`src/pkg/abc_params.svh`:
```
/*
 Shared constants of the background calibration sequencer: register
 offsets, field positions, reset values and timing counts.
 Assumes a 100 MHz core_clk; included by bare name.
*/
`ifndef ABC_PARAMS_SVH
`define ABC_PARAMS_SVH

// Clock and timing figures
`define ABC_CLK_NS          10
`define ABC_UNIT_TIME_NS    10240
`define ABC_UNIT_CYCLES     (`ABC_UNIT_TIME_NS / `ABC_CLK_NS)
`define ABC_CAL_TIME_NS     81920
`define ABC_CAL_CYCLES      (`ABC_CAL_TIME_NS / `ABC_CLK_NS)

// Device registers on the link
`define ABC_REG_CORE_SRC_DLY   8'h9a
`define ABC_REG_OUT_SEL_DLY    8'h9b
`define ABC_RST_CORE_SRC_DLY   8'h1f
`define ABC_RST_OUT_SEL_DLY    8'h1e

// Controller registers on APB
`define ABC_APB_CTRL        12'h000
`define ABC_APB_DELAY       12'h004
`define ABC_APB_STATUS      12'h008
`define ABC_APB_SWAPDLY     12'h00c

// Control register fields
`define ABC_CTRL_CAL_EN     0
`define ABC_CTRL_BG_EN      1
`define ABC_CTRL_TRIG_SEL   2
`define ABC_CTRL_SOFT_TRIG  3
`define ABC_CTRL_LOW_POWER_BACKGROUND_ENABLE      4
`define ABC_CTRL_LP_PACE    5
`define ABC_CTRL_STAT_SEL   6
`define ABC_CTRL_FG_OFS     7
`define ABC_CTRL_BG_OFS     8
`define ABC_CTRL_SPARE_REF  9
`define ABC_CTRL_PIN_TRIG   10
`define ABC_CTRL_WIDTH      11
`define ABC_CTRL_RESET      11'h008

// Delay register fields and reset values
`define ABC_DLY_SLEEP_LSB   0
`define ABC_DLY_WAKE_LSB    8
`define ABC_RST_SLEEP       8'h10
`define ABC_RST_WAKE        8'h02

`endif

```
`src/pkg/abc_pkg.sv`:
```
/*
 Types of the background calibration sequencer.
 Assumes nothing beyond a SystemVerilog compiler.
*/
package abc_pkg;

   // Sequencer states, one-hot
   typedef enum logic [6:0] {
      ABC_IDLE  = 7'h01,
      ABC_FGCAL = 7'h02,
      ABC_SLEEP = 7'h04,
      ABC_WAKE  = 7'h08,
      ABC_BGCAL = 7'h10,
      ABC_HOLD  = 7'h20,
      ABC_SWAP  = 7'h40
   } abc_state_type;

   typedef logic [5:0] abc_core_mask_type;
   typedef logic [1:0] abc_slot_type;

endpackage : abc_pkg

```
`src/pkg/abc_cal_if.sv`:
```
/*
 Link between system controller and calibration sequencer.
 Assumes both ends on core_clk; the trigger pin is treated as asynchronous.
*/
`timescale 1ns/1ns
interface abc_cal_if;
   logic       calEnable;        // Starts foreground pass on rise
   logic       backgroundCalEnable;
   logic       triggerSourceSelect; // 1: pin, 0: soft bit
   logic       softCalibrationTrigger;
   logic       calibrationTriggerPin;
   logic       lowPowerBackgroundEnable;
   logic       lowPowerPacingSelect; // 1: manual
   logic [7:0] spareSleepDuration;
   logic [7:0] spareWakeSettleDuration;
   logic       statusPinSelect;
   logic       foregroundOffsetEnable;
   logic       backgroundOffsetEnable;
   logic       spareOffsetReference;
   logic       regWrite;         // One-cycle device register write
   logic [7:0] regAddr;
   logic [7:0] regWdata;
   logic       calibrationStatusPin;
   logic       foregroundDoneFlag;

   modport dev (
      input  calEnable, backgroundCalEnable, triggerSourceSelect,
             softCalibrationTrigger, calibrationTriggerPin,
             lowPowerBackgroundEnable, lowPowerPacingSelect,
             spareSleepDuration, spareWakeSettleDuration, statusPinSelect,
             foregroundOffsetEnable, backgroundOffsetEnable,
             spareOffsetReference, regWrite, regAddr, regWdata,
      output calibrationStatusPin, foregroundDoneFlag
   );
   modport ctl (
      output calEnable, backgroundCalEnable, triggerSourceSelect,
             softCalibrationTrigger, calibrationTriggerPin,
             lowPowerBackgroundEnable, lowPowerPacingSelect,
             spareSleepDuration, spareWakeSettleDuration, statusPinSelect,
             foregroundOffsetEnable, backgroundOffsetEnable,
             spareOffsetReference, regWrite, regAddr, regWdata,
      input  calibrationStatusPin, foregroundDoneFlag
   );
endinterface : abc_cal_if

```
`src/rtl/abc_cal_dev.sv`:
```
/*
 Device end: calibration sequencer that rotates spare converter cores.
 Assumes a controller on abc_cal_if.dev and a sampleTick enable from
 the sample clock divider on the same core_clk.
*/
// Decided for this implementation: the APB interface to the registers.
`timescale 1ns/1ns
// Contract
// - Quad: 0,1 share 2; 4,5 share 3.
// - Dual shares 2; single core 0 uses 2.
// - Only one core calibrates at once; the foreground pass calibrates all active cores together.
// - Controller sets background, source 0, soft 1.
// - Controller writes 0x1f and 0x1e delays.
// - Low power: spares off until due.
// - Pacing select: 0 automatic, 1 manual.
// - Automatic: spare sleeps sleep duration.
// - Wait wake delay before calibration starts.
// - Automatic: swap at end, then sleep.
// - Manual: sleep while trigger high.
// - Manual: trigger low wakes, then calibrates.
// - Manual: swap when done and trigger high.
// - Status select 1 drives finished on pin.
// - Foreground offset runs once in foreground.
// - Background offset repeats every background pass.
// - System keeps input free of DC.
// - Foreground offset first gives one-shot offset.
// - Controller never writes trims during offset.
// - Controller reads trims after done only.
// - Foreground offset plus background: all six.
// - Spare reference: spare offset is reference.
// - Trigger from pin or soft bit.
`include "abc_params.svh"
module abc_cal_dev #(
   parameter int CHANNELS   = 4,                // 1, 2 or 4
   parameter int CAL_CYCLES = `ABC_CAL_CYCLES,  // Calibration length
   parameter int UNIT_CYCLES = `ABC_UNIT_CYCLES // Delay unit length
) (
   input  wire logic                      core_clk,   // Core clock
   input  wire logic                      reset,      // Sync reset
   abc_cal_if.dev                         link,       // Controller link
   input  wire logic                      sampleTick, // Sample boundary
   output abc_pkg::abc_core_mask_type     activeMask, // Cores in service
   output abc_pkg::abc_core_mask_type     poweredMask,// Cores powered
   output abc_pkg::abc_core_mask_type     calMask,    // Cores calibrating
   output abc_pkg::abc_core_mask_type     offsetMask, // Offset cal cores
   output logic                           spareRefOn, // Spare is reference
   output logic                           srcSwitch,  // Source swap pulse
   output logic                           muxSwitch   // Output mux pulse
);
   import abc_pkg::*;

   initial begin
      if (!(CHANNELS == 1 || CHANNELS == 2 || CHANNELS == 4))
         $error("CHANNELS must be 1, 2 or 4");
      if (CAL_CYCLES < 1 || CAL_CYCLES > 65535 || UNIT_CYCLES < 1 ||
          UNIT_CYCLES > 65535)
         $error("Cycle counts out of range");
   end

   localparam int NGRP = (CHANNELS == 4) ? 2 : 1;
   localparam logic [15:0] CAL_LAST = 16'(CAL_CYCLES - 1);
   localparam logic [15:0] UNIT_LAST = 16'(UNIT_CYCLES - 1);
   localparam abc_core_mask_type ALL_CORES =
      (CHANNELS == 4) ? 6'h3f : (CHANNELS == 2) ? 6'h07 : 6'h05;

   abc_state_type     state_ff, nxt_state;
   logic [15:0]       cnt_ff, unitDiv_ff;
   logic [7:0]        srcDly_ff, muxDly_ff;
   logic              pinMeta_ff, pinSync_ff, calEnPrev_ff;
   logic              grp_ff;
   abc_slot_type      spare_ff [2];
   abc_slot_type      last_ff [2];
   abc_core_mask_type activeMask_ff, poweredMask_ff, calMask_ff;
   abc_core_mask_type offsetMask_ff;
   logic              spareRefOn_ff, srcSwitch_ff, muxSwitch_ff;
   logic              statusPin_ff, fgDone_ff, finished_ff;

   // Trigger pin arrives from outside; two flops before use
   always_ff @(posedge core_clk) begin
      pinMeta_ff <= reset ? 1'b0 : link.calibrationTriggerPin;
      pinSync_ff <= reset ? 1'b0 : pinMeta_ff;
   end

   // Trigger source and event decode
   wire trig = link.triggerSourceSelect ? pinSync_ff
                                        : link.softCalibrationTrigger;
   wire calEnRise = link.calEnable & ~calEnPrev_ff;
   wire bgRun = link.calEnable & link.backgroundCalEnable;
   wire lowPower = link.lowPowerBackgroundEnable;
   wire manual = lowPower & link.lowPowerPacingSelect;
   wire unitTick = (unitDiv_ff == UNIT_LAST);
   wire calDone = (cnt_ff == CAL_LAST);
   wire swapReady = (cnt_ff >= {8'h00, srcDly_ff}) & sampleTick;

   // Slot to core map: group 0 is {0,1,2}, group 1 is {4,5,3}
   function automatic abc_core_mask_type slotMask(input logic g,
                                                  input abc_slot_type s);
      abc_core_mask_type m;
      m = 6'h00;
      case (s)
         2'd0:    m = g ? 6'h10 : 6'h01;
         2'd1:    m = g ? 6'h20 : 6'h02;
         default: m = g ? 6'h08 : 6'h04;
      endcase
      return m;
   endfunction : slotMask

   // Victim: the active slot that has served longest
   wire abc_slot_type victim = (CHANNELS == 1)
      ? ((spare_ff[grp_ff] == 2'd0) ? 2'd2 : 2'd0)
      : 2'(2'd3 - spare_ff[grp_ff] - last_ff[grp_ff]);
   wire abc_core_mask_type spareNow = slotMask(grp_ff, spare_ff[grp_ff]);
   wire abc_core_mask_type spareAll = slotMask(1'b0, spare_ff[0]) |
      ((NGRP == 2) ? slotMask(1'b1, spare_ff[1]) : 6'h00);
   wire abc_core_mask_type activeNow = ALL_CORES & ~spareAll;
   wire spareAwake = (state_ff == ABC_WAKE) | (state_ff == ABC_BGCAL) |
                     (state_ff == ABC_HOLD) | (state_ff == ABC_SWAP);

   // Next state
   always_comb begin
      nxt_state = state_ff;
      case (state_ff)
         ABC_IDLE:  if (calEnRise) nxt_state = ABC_FGCAL;
         ABC_FGCAL: if (calDone)
            nxt_state = !bgRun ? ABC_IDLE : lowPower ? ABC_SLEEP : ABC_BGCAL;
         ABC_SLEEP:
            if (manual ? !trig
                       : unitTick && cnt_ff >= {8'h00,
                                      link.spareSleepDuration})
               nxt_state = ABC_WAKE;
         ABC_WAKE:
            if (unitTick && cnt_ff >= {8'h00, link.spareWakeSettleDuration})
               nxt_state = ABC_BGCAL;
         ABC_BGCAL: if (calDone)
            nxt_state = manual ? ABC_HOLD : ABC_SWAP;
         ABC_HOLD:  if (trig) nxt_state = ABC_SWAP;
         ABC_SWAP:  if (swapReady)
            nxt_state = lowPower ? ABC_SLEEP : ABC_BGCAL;
         default:   nxt_state = ABC_IDLE;
      endcase
      if (!bgRun && state_ff != ABC_IDLE && state_ff != ABC_FGCAL)
         nxt_state = ABC_IDLE;
   end

   // State, counters and link-side flags
   always_ff @(posedge core_clk) begin
      if (reset) begin
         state_ff     <= ABC_IDLE;
         cnt_ff       <= 16'h0000;
         unitDiv_ff   <= 16'h0000;
         calEnPrev_ff <= 1'b0;
         fgDone_ff    <= 1'b0;
         finished_ff  <= 1'b0;
      end else begin
         state_ff     <= nxt_state;
         calEnPrev_ff <= link.calEnable;
         unitDiv_ff   <= (unitTick || nxt_state != state_ff)
                         ? 16'h0000 : 16'(unitDiv_ff + 16'h0001);
         if (nxt_state != state_ff)
            cnt_ff <= 16'h0000;
         else if (state_ff == ABC_FGCAL || state_ff == ABC_BGCAL ||
                  state_ff == ABC_SWAP || unitTick)
            cnt_ff <= 16'(cnt_ff + 16'h0001);
         // Set wins over a clear in the same cycle
         if (state_ff == ABC_FGCAL && calDone)
            fgDone_ff <= 1'b1;
         else if (calEnRise)
            fgDone_ff <= 1'b0;
         // Finished: from end of calibration until the swap
         if (state_ff == ABC_BGCAL && calDone)
            finished_ff <= 1'b1;
         else if (nxt_state != ABC_HOLD && nxt_state != ABC_SWAP)
            finished_ff <= 1'b0;
      end
   end

   // Spare rotation per group, committed on a sample boundary
   always_ff @(posedge core_clk) begin
      if (reset) begin
         grp_ff     <= 1'b0;
         spare_ff   <= '{2'd2, 2'd2};
         last_ff    <= '{2'd1, 2'd1};
      end else if (state_ff == ABC_SWAP && swapReady) begin
         spare_ff[grp_ff] <= victim;
         last_ff[grp_ff]  <= spare_ff[grp_ff];
         grp_ff           <= (NGRP == 2) ? ~grp_ff : 1'b0;
      end
   end

   // Device registers written over the link
   always_ff @(posedge core_clk) begin
      if (reset) begin
         srcDly_ff <= `ABC_RST_CORE_SRC_DLY;
         muxDly_ff <= `ABC_RST_OUT_SEL_DLY;
      end else if (link.regWrite) begin
         if (link.regAddr == `ABC_REG_CORE_SRC_DLY)
            srcDly_ff <= link.regWdata;
         if (link.regAddr == `ABC_REG_OUT_SEL_DLY)
            muxDly_ff <= link.regWdata;
      end
   end

   // Core masks; one calibrating core at a time in background
   wire abc_core_mask_type calNext =
      (state_ff == ABC_FGCAL) ? activeNow :
      (state_ff == ABC_BGCAL) ? spareNow : 6'h00;
   wire abc_core_mask_type offsetNext =
      (state_ff == ABC_FGCAL && link.foregroundOffsetEnable)
         ? (link.backgroundCalEnable ? ALL_CORES : activeNow)
      : (state_ff == ABC_BGCAL && link.backgroundOffsetEnable)
         ? spareNow : 6'h00;
   wire abc_core_mask_type poweredNext = !lowPower ? ALL_CORES :
      activeNow | (spareAwake ? spareNow : 6'h00);
   wire statusNext = link.statusPinSelect & finished_ff;

   // Registered outputs
   always_ff @(posedge core_clk) begin
      if (reset) begin
         activeMask_ff  <= 6'h00;
         poweredMask_ff <= 6'h00;
         calMask_ff     <= 6'h00;
         offsetMask_ff  <= 6'h00;
         spareRefOn_ff  <= 1'b0;
         srcSwitch_ff   <= 1'b0;
         muxSwitch_ff   <= 1'b0;
         statusPin_ff   <= 1'b0;
      end else begin
         activeMask_ff  <= activeNow;
         poweredMask_ff <= poweredNext;
         calMask_ff     <= calNext;
         offsetMask_ff  <= offsetNext;
         spareRefOn_ff  <= link.spareOffsetReference & bgRun;
         srcSwitch_ff   <= state_ff == ABC_SWAP && swapReady;
         muxSwitch_ff   <= state_ff == ABC_SWAP &&
                           cnt_ff == {8'h00, muxDly_ff};
         statusPin_ff   <= statusNext;
      end
   end

   assign activeMask  = activeMask_ff;
   assign poweredMask = poweredMask_ff;
   assign calMask     = calMask_ff;
   assign offsetMask  = offsetMask_ff;
   assign spareRefOn  = spareRefOn_ff;
   assign srcSwitch   = srcSwitch_ff;
   assign muxSwitch   = muxSwitch_ff;
   assign link.calibrationStatusPin = statusPin_ff;
   assign link.foregroundDoneFlag   = fgDone_ff;
endmodule : abc_cal_dev

```
`src/flat_wrapper.sv`:
```
// flat-port wrapper written by rule: the top's interface ports become plain ports
module abc_cal_dev_flat import abc_pkg::*;
#(
   parameter int CHANNELS   = 4,                            
   parameter int CAL_CYCLES = `ABC_CAL_CYCLES,                       
   parameter int UNIT_CYCLES = `ABC_UNIT_CYCLES                     
)
  (core_clk, reset, sampleTick, activeMask, poweredMask, calMask, offsetMask, spareRefOn, srcSwitch, muxSwitch, link_calEnable, link_backgroundCalEnable, link_triggerSourceSelect, link_softCalibrationTrigger, link_calibrationTriggerPin, link_lowPowerBackgroundEnable, link_lowPowerPacingSelect, link_spareSleepDuration, link_spareWakeSettleDuration, link_statusPinSelect, link_foregroundOffsetEnable, link_backgroundOffsetEnable, link_spareOffsetReference, link_regWrite, link_regAddr, link_regWdata, link_calibrationStatusPin, link_foregroundDoneFlag);
  abc_cal_if link_i ();
  input  wire logic core_clk;
  input  wire logic reset;
  input  wire logic sampleTick;
  output abc_pkg::abc_core_mask_type activeMask;
  output abc_pkg::abc_core_mask_type poweredMask;
  output abc_pkg::abc_core_mask_type calMask;
  output abc_pkg::abc_core_mask_type offsetMask;
  output logic spareRefOn;
  output logic srcSwitch;
  output logic muxSwitch;
  input wire logic [$bits(link_i.calEnable)-1:0] link_calEnable;
  input wire logic [$bits(link_i.backgroundCalEnable)-1:0] link_backgroundCalEnable;
  input wire logic [$bits(link_i.triggerSourceSelect)-1:0] link_triggerSourceSelect;
  input wire logic [$bits(link_i.softCalibrationTrigger)-1:0] link_softCalibrationTrigger;
  input wire logic [$bits(link_i.calibrationTriggerPin)-1:0] link_calibrationTriggerPin;
  input wire logic [$bits(link_i.lowPowerBackgroundEnable)-1:0] link_lowPowerBackgroundEnable;
  input wire logic [$bits(link_i.lowPowerPacingSelect)-1:0] link_lowPowerPacingSelect;
  input wire logic [$bits(link_i.spareSleepDuration)-1:0] link_spareSleepDuration;
  input wire logic [$bits(link_i.spareWakeSettleDuration)-1:0] link_spareWakeSettleDuration;
  input wire logic [$bits(link_i.statusPinSelect)-1:0] link_statusPinSelect;
  input wire logic [$bits(link_i.foregroundOffsetEnable)-1:0] link_foregroundOffsetEnable;
  input wire logic [$bits(link_i.backgroundOffsetEnable)-1:0] link_backgroundOffsetEnable;
  input wire logic [$bits(link_i.spareOffsetReference)-1:0] link_spareOffsetReference;
  input wire logic [$bits(link_i.regWrite)-1:0] link_regWrite;
  input wire logic [$bits(link_i.regAddr)-1:0] link_regAddr;
  input wire logic [$bits(link_i.regWdata)-1:0] link_regWdata;
  output wire logic [$bits(link_i.calibrationStatusPin)-1:0] link_calibrationStatusPin;
  output wire logic [$bits(link_i.foregroundDoneFlag)-1:0] link_foregroundDoneFlag;
  assign link_i.calEnable = link_calEnable;
  assign link_i.backgroundCalEnable = link_backgroundCalEnable;
  assign link_i.triggerSourceSelect = link_triggerSourceSelect;
  assign link_i.softCalibrationTrigger = link_softCalibrationTrigger;
  assign link_i.calibrationTriggerPin = link_calibrationTriggerPin;
  assign link_i.lowPowerBackgroundEnable = link_lowPowerBackgroundEnable;
  assign link_i.lowPowerPacingSelect = link_lowPowerPacingSelect;
  assign link_i.spareSleepDuration = link_spareSleepDuration;
  assign link_i.spareWakeSettleDuration = link_spareWakeSettleDuration;
  assign link_i.statusPinSelect = link_statusPinSelect;
  assign link_i.foregroundOffsetEnable = link_foregroundOffsetEnable;
  assign link_i.backgroundOffsetEnable = link_backgroundOffsetEnable;
  assign link_i.spareOffsetReference = link_spareOffsetReference;
  assign link_i.regWrite = link_regWrite;
  assign link_i.regAddr = link_regAddr;
  assign link_i.regWdata = link_regWdata;
  assign link_calibrationStatusPin = link_i.calibrationStatusPin;
  assign link_foregroundDoneFlag = link_i.foregroundDoneFlag;
  abc_cal_dev #(.CHANNELS(CHANNELS), .CAL_CYCLES(CAL_CYCLES), .UNIT_CYCLES(UNIT_CYCLES)) u_core (.core_clk(core_clk), .reset(reset), .link(link_i), .sampleTick(sampleTick), .activeMask(activeMask), .poweredMask(poweredMask), .calMask(calMask), .offsetMask(offsetMask), .spareRefOn(spareRefOn), .srcSwitch(srcSwitch), .muxSwitch(muxSwitch));
endmodule
```
`config.mk`:
```
export PLATFORM = sky130hd
export DESIGN_NAME = abc_cal_dev_flat
export DESIGN_NICKNAME = d
export VERILOG_FILES = /design/src/pkg/abc_pkg.sv /design/src/pkg/abc_cal_if.sv /design/src/rtl/abc_cal_dev.sv /design/src/flat_wrapper.sv
export VERILOG_INCLUDE_DIRS = /design/src /design/src/pkg
export SDC_FILE = /design/constraint.sdc
export NUM_CORES = 1
export LEC_CHECK = 0
export BUFFER_PORTS_ARGS = -buffer_cell sky130_fd_sc_hd__buf_2
export CAP_MARGIN = 20
export CORE_MARGIN = 8
export CORE_UTILIZATION = 55
export DETAILED_ROUTE_END_ITERATION = 10
export GPL_TIMING_DRIVEN = 0
export PLACE_DENSITY = 0.74
export SKIP_CTS_REPAIR_TIMING = 1
export SKIP_LAST_GASP = 1
export SYNTH_ARGS = -nofsm -noshare
export SYNTH_HDL_FRONTEND = slang
export SYNTH_SLANG_ARGS = --single-unit
export TNS_END_PERCENT = 20
```
`constraint.sdc`:
```
create_clock -name core_clk -period 3.54 [get_ports core_clk]
set_input_delay 0.708 -clock core_clk [delete_from_list [all_inputs] [get_ports core_clk]]
set_output_delay 0.708 -clock core_clk [all_outputs]
set_load 0.02 [all_outputs]
```
==> results by group <==
Run status
  • Status: complete, no violations

Floorplan
  • Initial core utilization: 56.3%
  • Row count: 35
  • I/O pin total: 76
  • Die outline height: between 100 and 150 µm
  • Die Area: about 0.013 mm²
  • Core area: between 0.009 and 0.01 mm²
  • Die X: around 110 µm

Timing
  • Final setup fails: 0
  • Fin Setup TNS: 0 ns
  • Post-Route Skew: roughly 0.017 ns
  • Min Tclk post-route: ~3.3 ns
  • Max frequency: roughly 310 MHz
  • Final hold violations: 0
  • Worst slew pin tran: approximately 1.0 ns
  • Slew Viols, Final: 0
  • Max-Slew Margin vs Limit: between 30% and 40%
  • Final Cycle Share: between 90% and 100%
  • RSZ-0062 raised after global routing: no

Clock network
  • Num CTS Buffers: 9
  • H-Tree Depth: 3
  • CTS tree: built
  • CTS root buf: clkbuf_8
  • CTS clk-pin slew, worst paths: roughly 0.11 ns
  • Worst-skew pair later-pin latency: around 0.38 ns
  • Clock buffer depth: 2
  • Clk sinks: between 90 and 100

Drt
  • Drc violations: 0
  • Vias: around 4700
  • Post-Route WL: around 13000 µm
  • Initial drt markers: between 300 and 400
  • Drt pass-1 iters: 6
  • Wire length per cell: 16.3 µm
  • DRT antenna net count: 0
  • Vias per std cell: 5.86

Pwr
  • Pleak: between 2 and 3 nW
  • Max IR drop VDD: roughly 250 µV
  • PD cells: between 300 and 400 mW/mm²

Logic synthesis
  • Synthesized net count: 677
  • Synthesized cell area: 0.00517 mm²
  • Post-synth EDFFs: 0
  • Syn avg cell area: roughly 8.6 µm²
  • Synth Instances: 603
  • Post-synthesis sequential area ratio: a little under two fifths
  • Count leader, synth: dfxtp_1
  • Yosys top cell area share: approximately 38%
  • Async SR Flop Fraction: 0%
  • Most used DFF post-synth: dfxtp_1
  • Cell type with the highest aggregate area in the netlist: dfxtp_1
  • Synth top area cells: dfxtp_1 38%, ha_1 6.5%, nor2_1 5.4%, xnor2_1 4.7%, nand2_1 3.0%
  • Yosys reg bits: 97
  • Synth unique cells: 67
  • YS warnings: 0
  • Most frequent cells after synthesis: 97 x dfxtp_1, 74 x nor2_1, 42 x nand2_1

Setup path
  • CP Class: flop to flop
  • CP bufs+invs: 1
  • Worst endpoint required time: 3.82 ns
  • Crit path cell chain: nor2_1 > and4_1 > a41o_1 > a211oi_2 > mux2_2 > o22ai_1 > nand4_2 > buf_4 > nor4b_2
  • Crit Path Max Fanout: 10
  • Crit end category: flop
  • Critical Path AT: 3.54 ns
  • Max stage delay on crit path: 0.67 ns
  • Crit start category: flop
  • Cell family with most CP delay: compound AO/OA/AOI/OAI gates
  • Slowest CP cell: a211oi_2

Global route
  • Gr ovfl total: 0
  • Number of global-route vias before repair: around 4500
  • Initial antenna violation count: 0
  • Largest net degree at the start of global routing: 22
  • Total GRT Usage: approximately 20%
  • First-pass GRT wire length: 21500 µm

Finish
  • NumNets Final: ~760
  • Syn-to-layout area delta: 14.2%
  • Diodes inserted: 0
  • Final core utilization: 64.2%
  • Proportion of layout cells with a drive suffix above 1: about a fifth

Min path
  • Worst hold path class: flop to flop

Placed design
  • Port bufs: 74
  • Gpl congestion: a little over 0.9
  • HPWL after detailed placement: between 9000 and 10000 µm

Run
  • # Max-Cap Violations: 0
path summary, 6_finish.rpt:
check        cells after the start                from                 to  slack (ns)
max reg2reg                      9  u_core.state_ff[3]   u_core.cnt_ff[6]        0.27
min                              1   u_core.pinMeta_ff  u_core.pinSync_ff        0.45
min reg2reg                      1   u_core.pinMeta_ff  u_core.pinSync_ff        0.45
max                              9  u_core.state_ff[3]   u_core.cnt_ff[6]        0.27
cell families (layout without fill, tap and decap cells):
| kind of cell | count (synthesis) | after routing | synth area share, % |
|---|---|---|---|
| adder cells (fa/ha/maj) | 27 | 27 | 6.53 |
| flip-flops | 97 | 97 | 37.5 |
| XOR/XNOR | 39 | 39 | 6.60 |
| multiplexers | 17 | 17 | 3.39 |
| AND/OR/NAND/NOR | 262 | 262 | 27.7 |
| buffers and inverters | 67 | 157 | 5.73 |
| AO/OA/AOI/OAI | 94 | 94 | 12.5 |
worst reg2reg max path, delay by kind of cell, from the launching register on:
kind	cells	cell delay [ns]
flip-flops	1	0.47
buffers and inverters	1	0.25
multiplexers	1	0.41
AND/OR/NAND/NOR	4	0.94
AO/OA/AOI/OAI	3	1.11
metrics by stage:
stage               area (µm²)  power, W  std cells  hold slack [ns]  setup slack (ns)
floorplan                 5170   0.00136        603            0.414             0.832
global placement          5680   0.00144        788            0.417             0.135
detailed placement        5680   0.00145        788            0.429            0.0956
CTS                       5900   0.00219        804            0.458            0.0521
global route              5910   0.00227        804            0.490            0.0635
finish                    5910   0.00219        804            0.451             0.273
state kept, by name, indices dropped and copies added (netlist names), 4 cells and up:
name and cells:
u_core.activeMask 6, u_core.calMask 6, u_core.cnt_ff 16, u_core.last_ff 4, u_core.muxDly_ff 8, u_core.offsetMask 6, u_core.poweredMask 6, u_core.spare_ff 4
u_core.srcDly_ff 8, u_core.state_ff 7, u_core.unitDiv_ff 16
power breakdown:
part	leakage (nW)	switching [W]	internal, W	total [W]
Sequential	0.787	0.0000147	0.00112	0.00113
Clock	0.107	0.000474	0.000289	0.000763
Combinational	1.63	0.000192	0.000106	0.000298
layout make-up:
cell class              instances  area, µm²
flip-flops and latches         97       1940
repair buffers                 74        370
fillers                       793       3290
clock inverters                 7       93.8
inverters                      36        135
well taps                     111        139
clock buffers                   9        124
plain buffers                  31        161
multi-input cells             439       2940
routing by layer:
| metal | GRT usage (%) | wire, µm |
|---|---|---|
| met1 | 25.7 | 5840 |
| met2 | 33.8 | 6130 |
| met3 | 3.89 | 897 |
| met4 | 7.55 | 229 |
| met5 | 0 | 0 |
layout by cell type, fill, tap and decap left out, types with 6 or more instances in the layout:
master and count:
nand2_1 42, o21ai_0 16, a21oi_1 29, dfxtp_1 97, nand3_1 27, nor2_1 74
mux2i_1 13, nor2b_1 11, nand4_1 18, nor3_1 29, ha_1 27, nor4_1 7
xnor2_1 28, xor2_1 11, clkbuf_8 9, clkbuf_1 17, buf_2 82, a211oi_1 6
inv_1 36
Note: power is estimated with default switching activity, not from simulation.
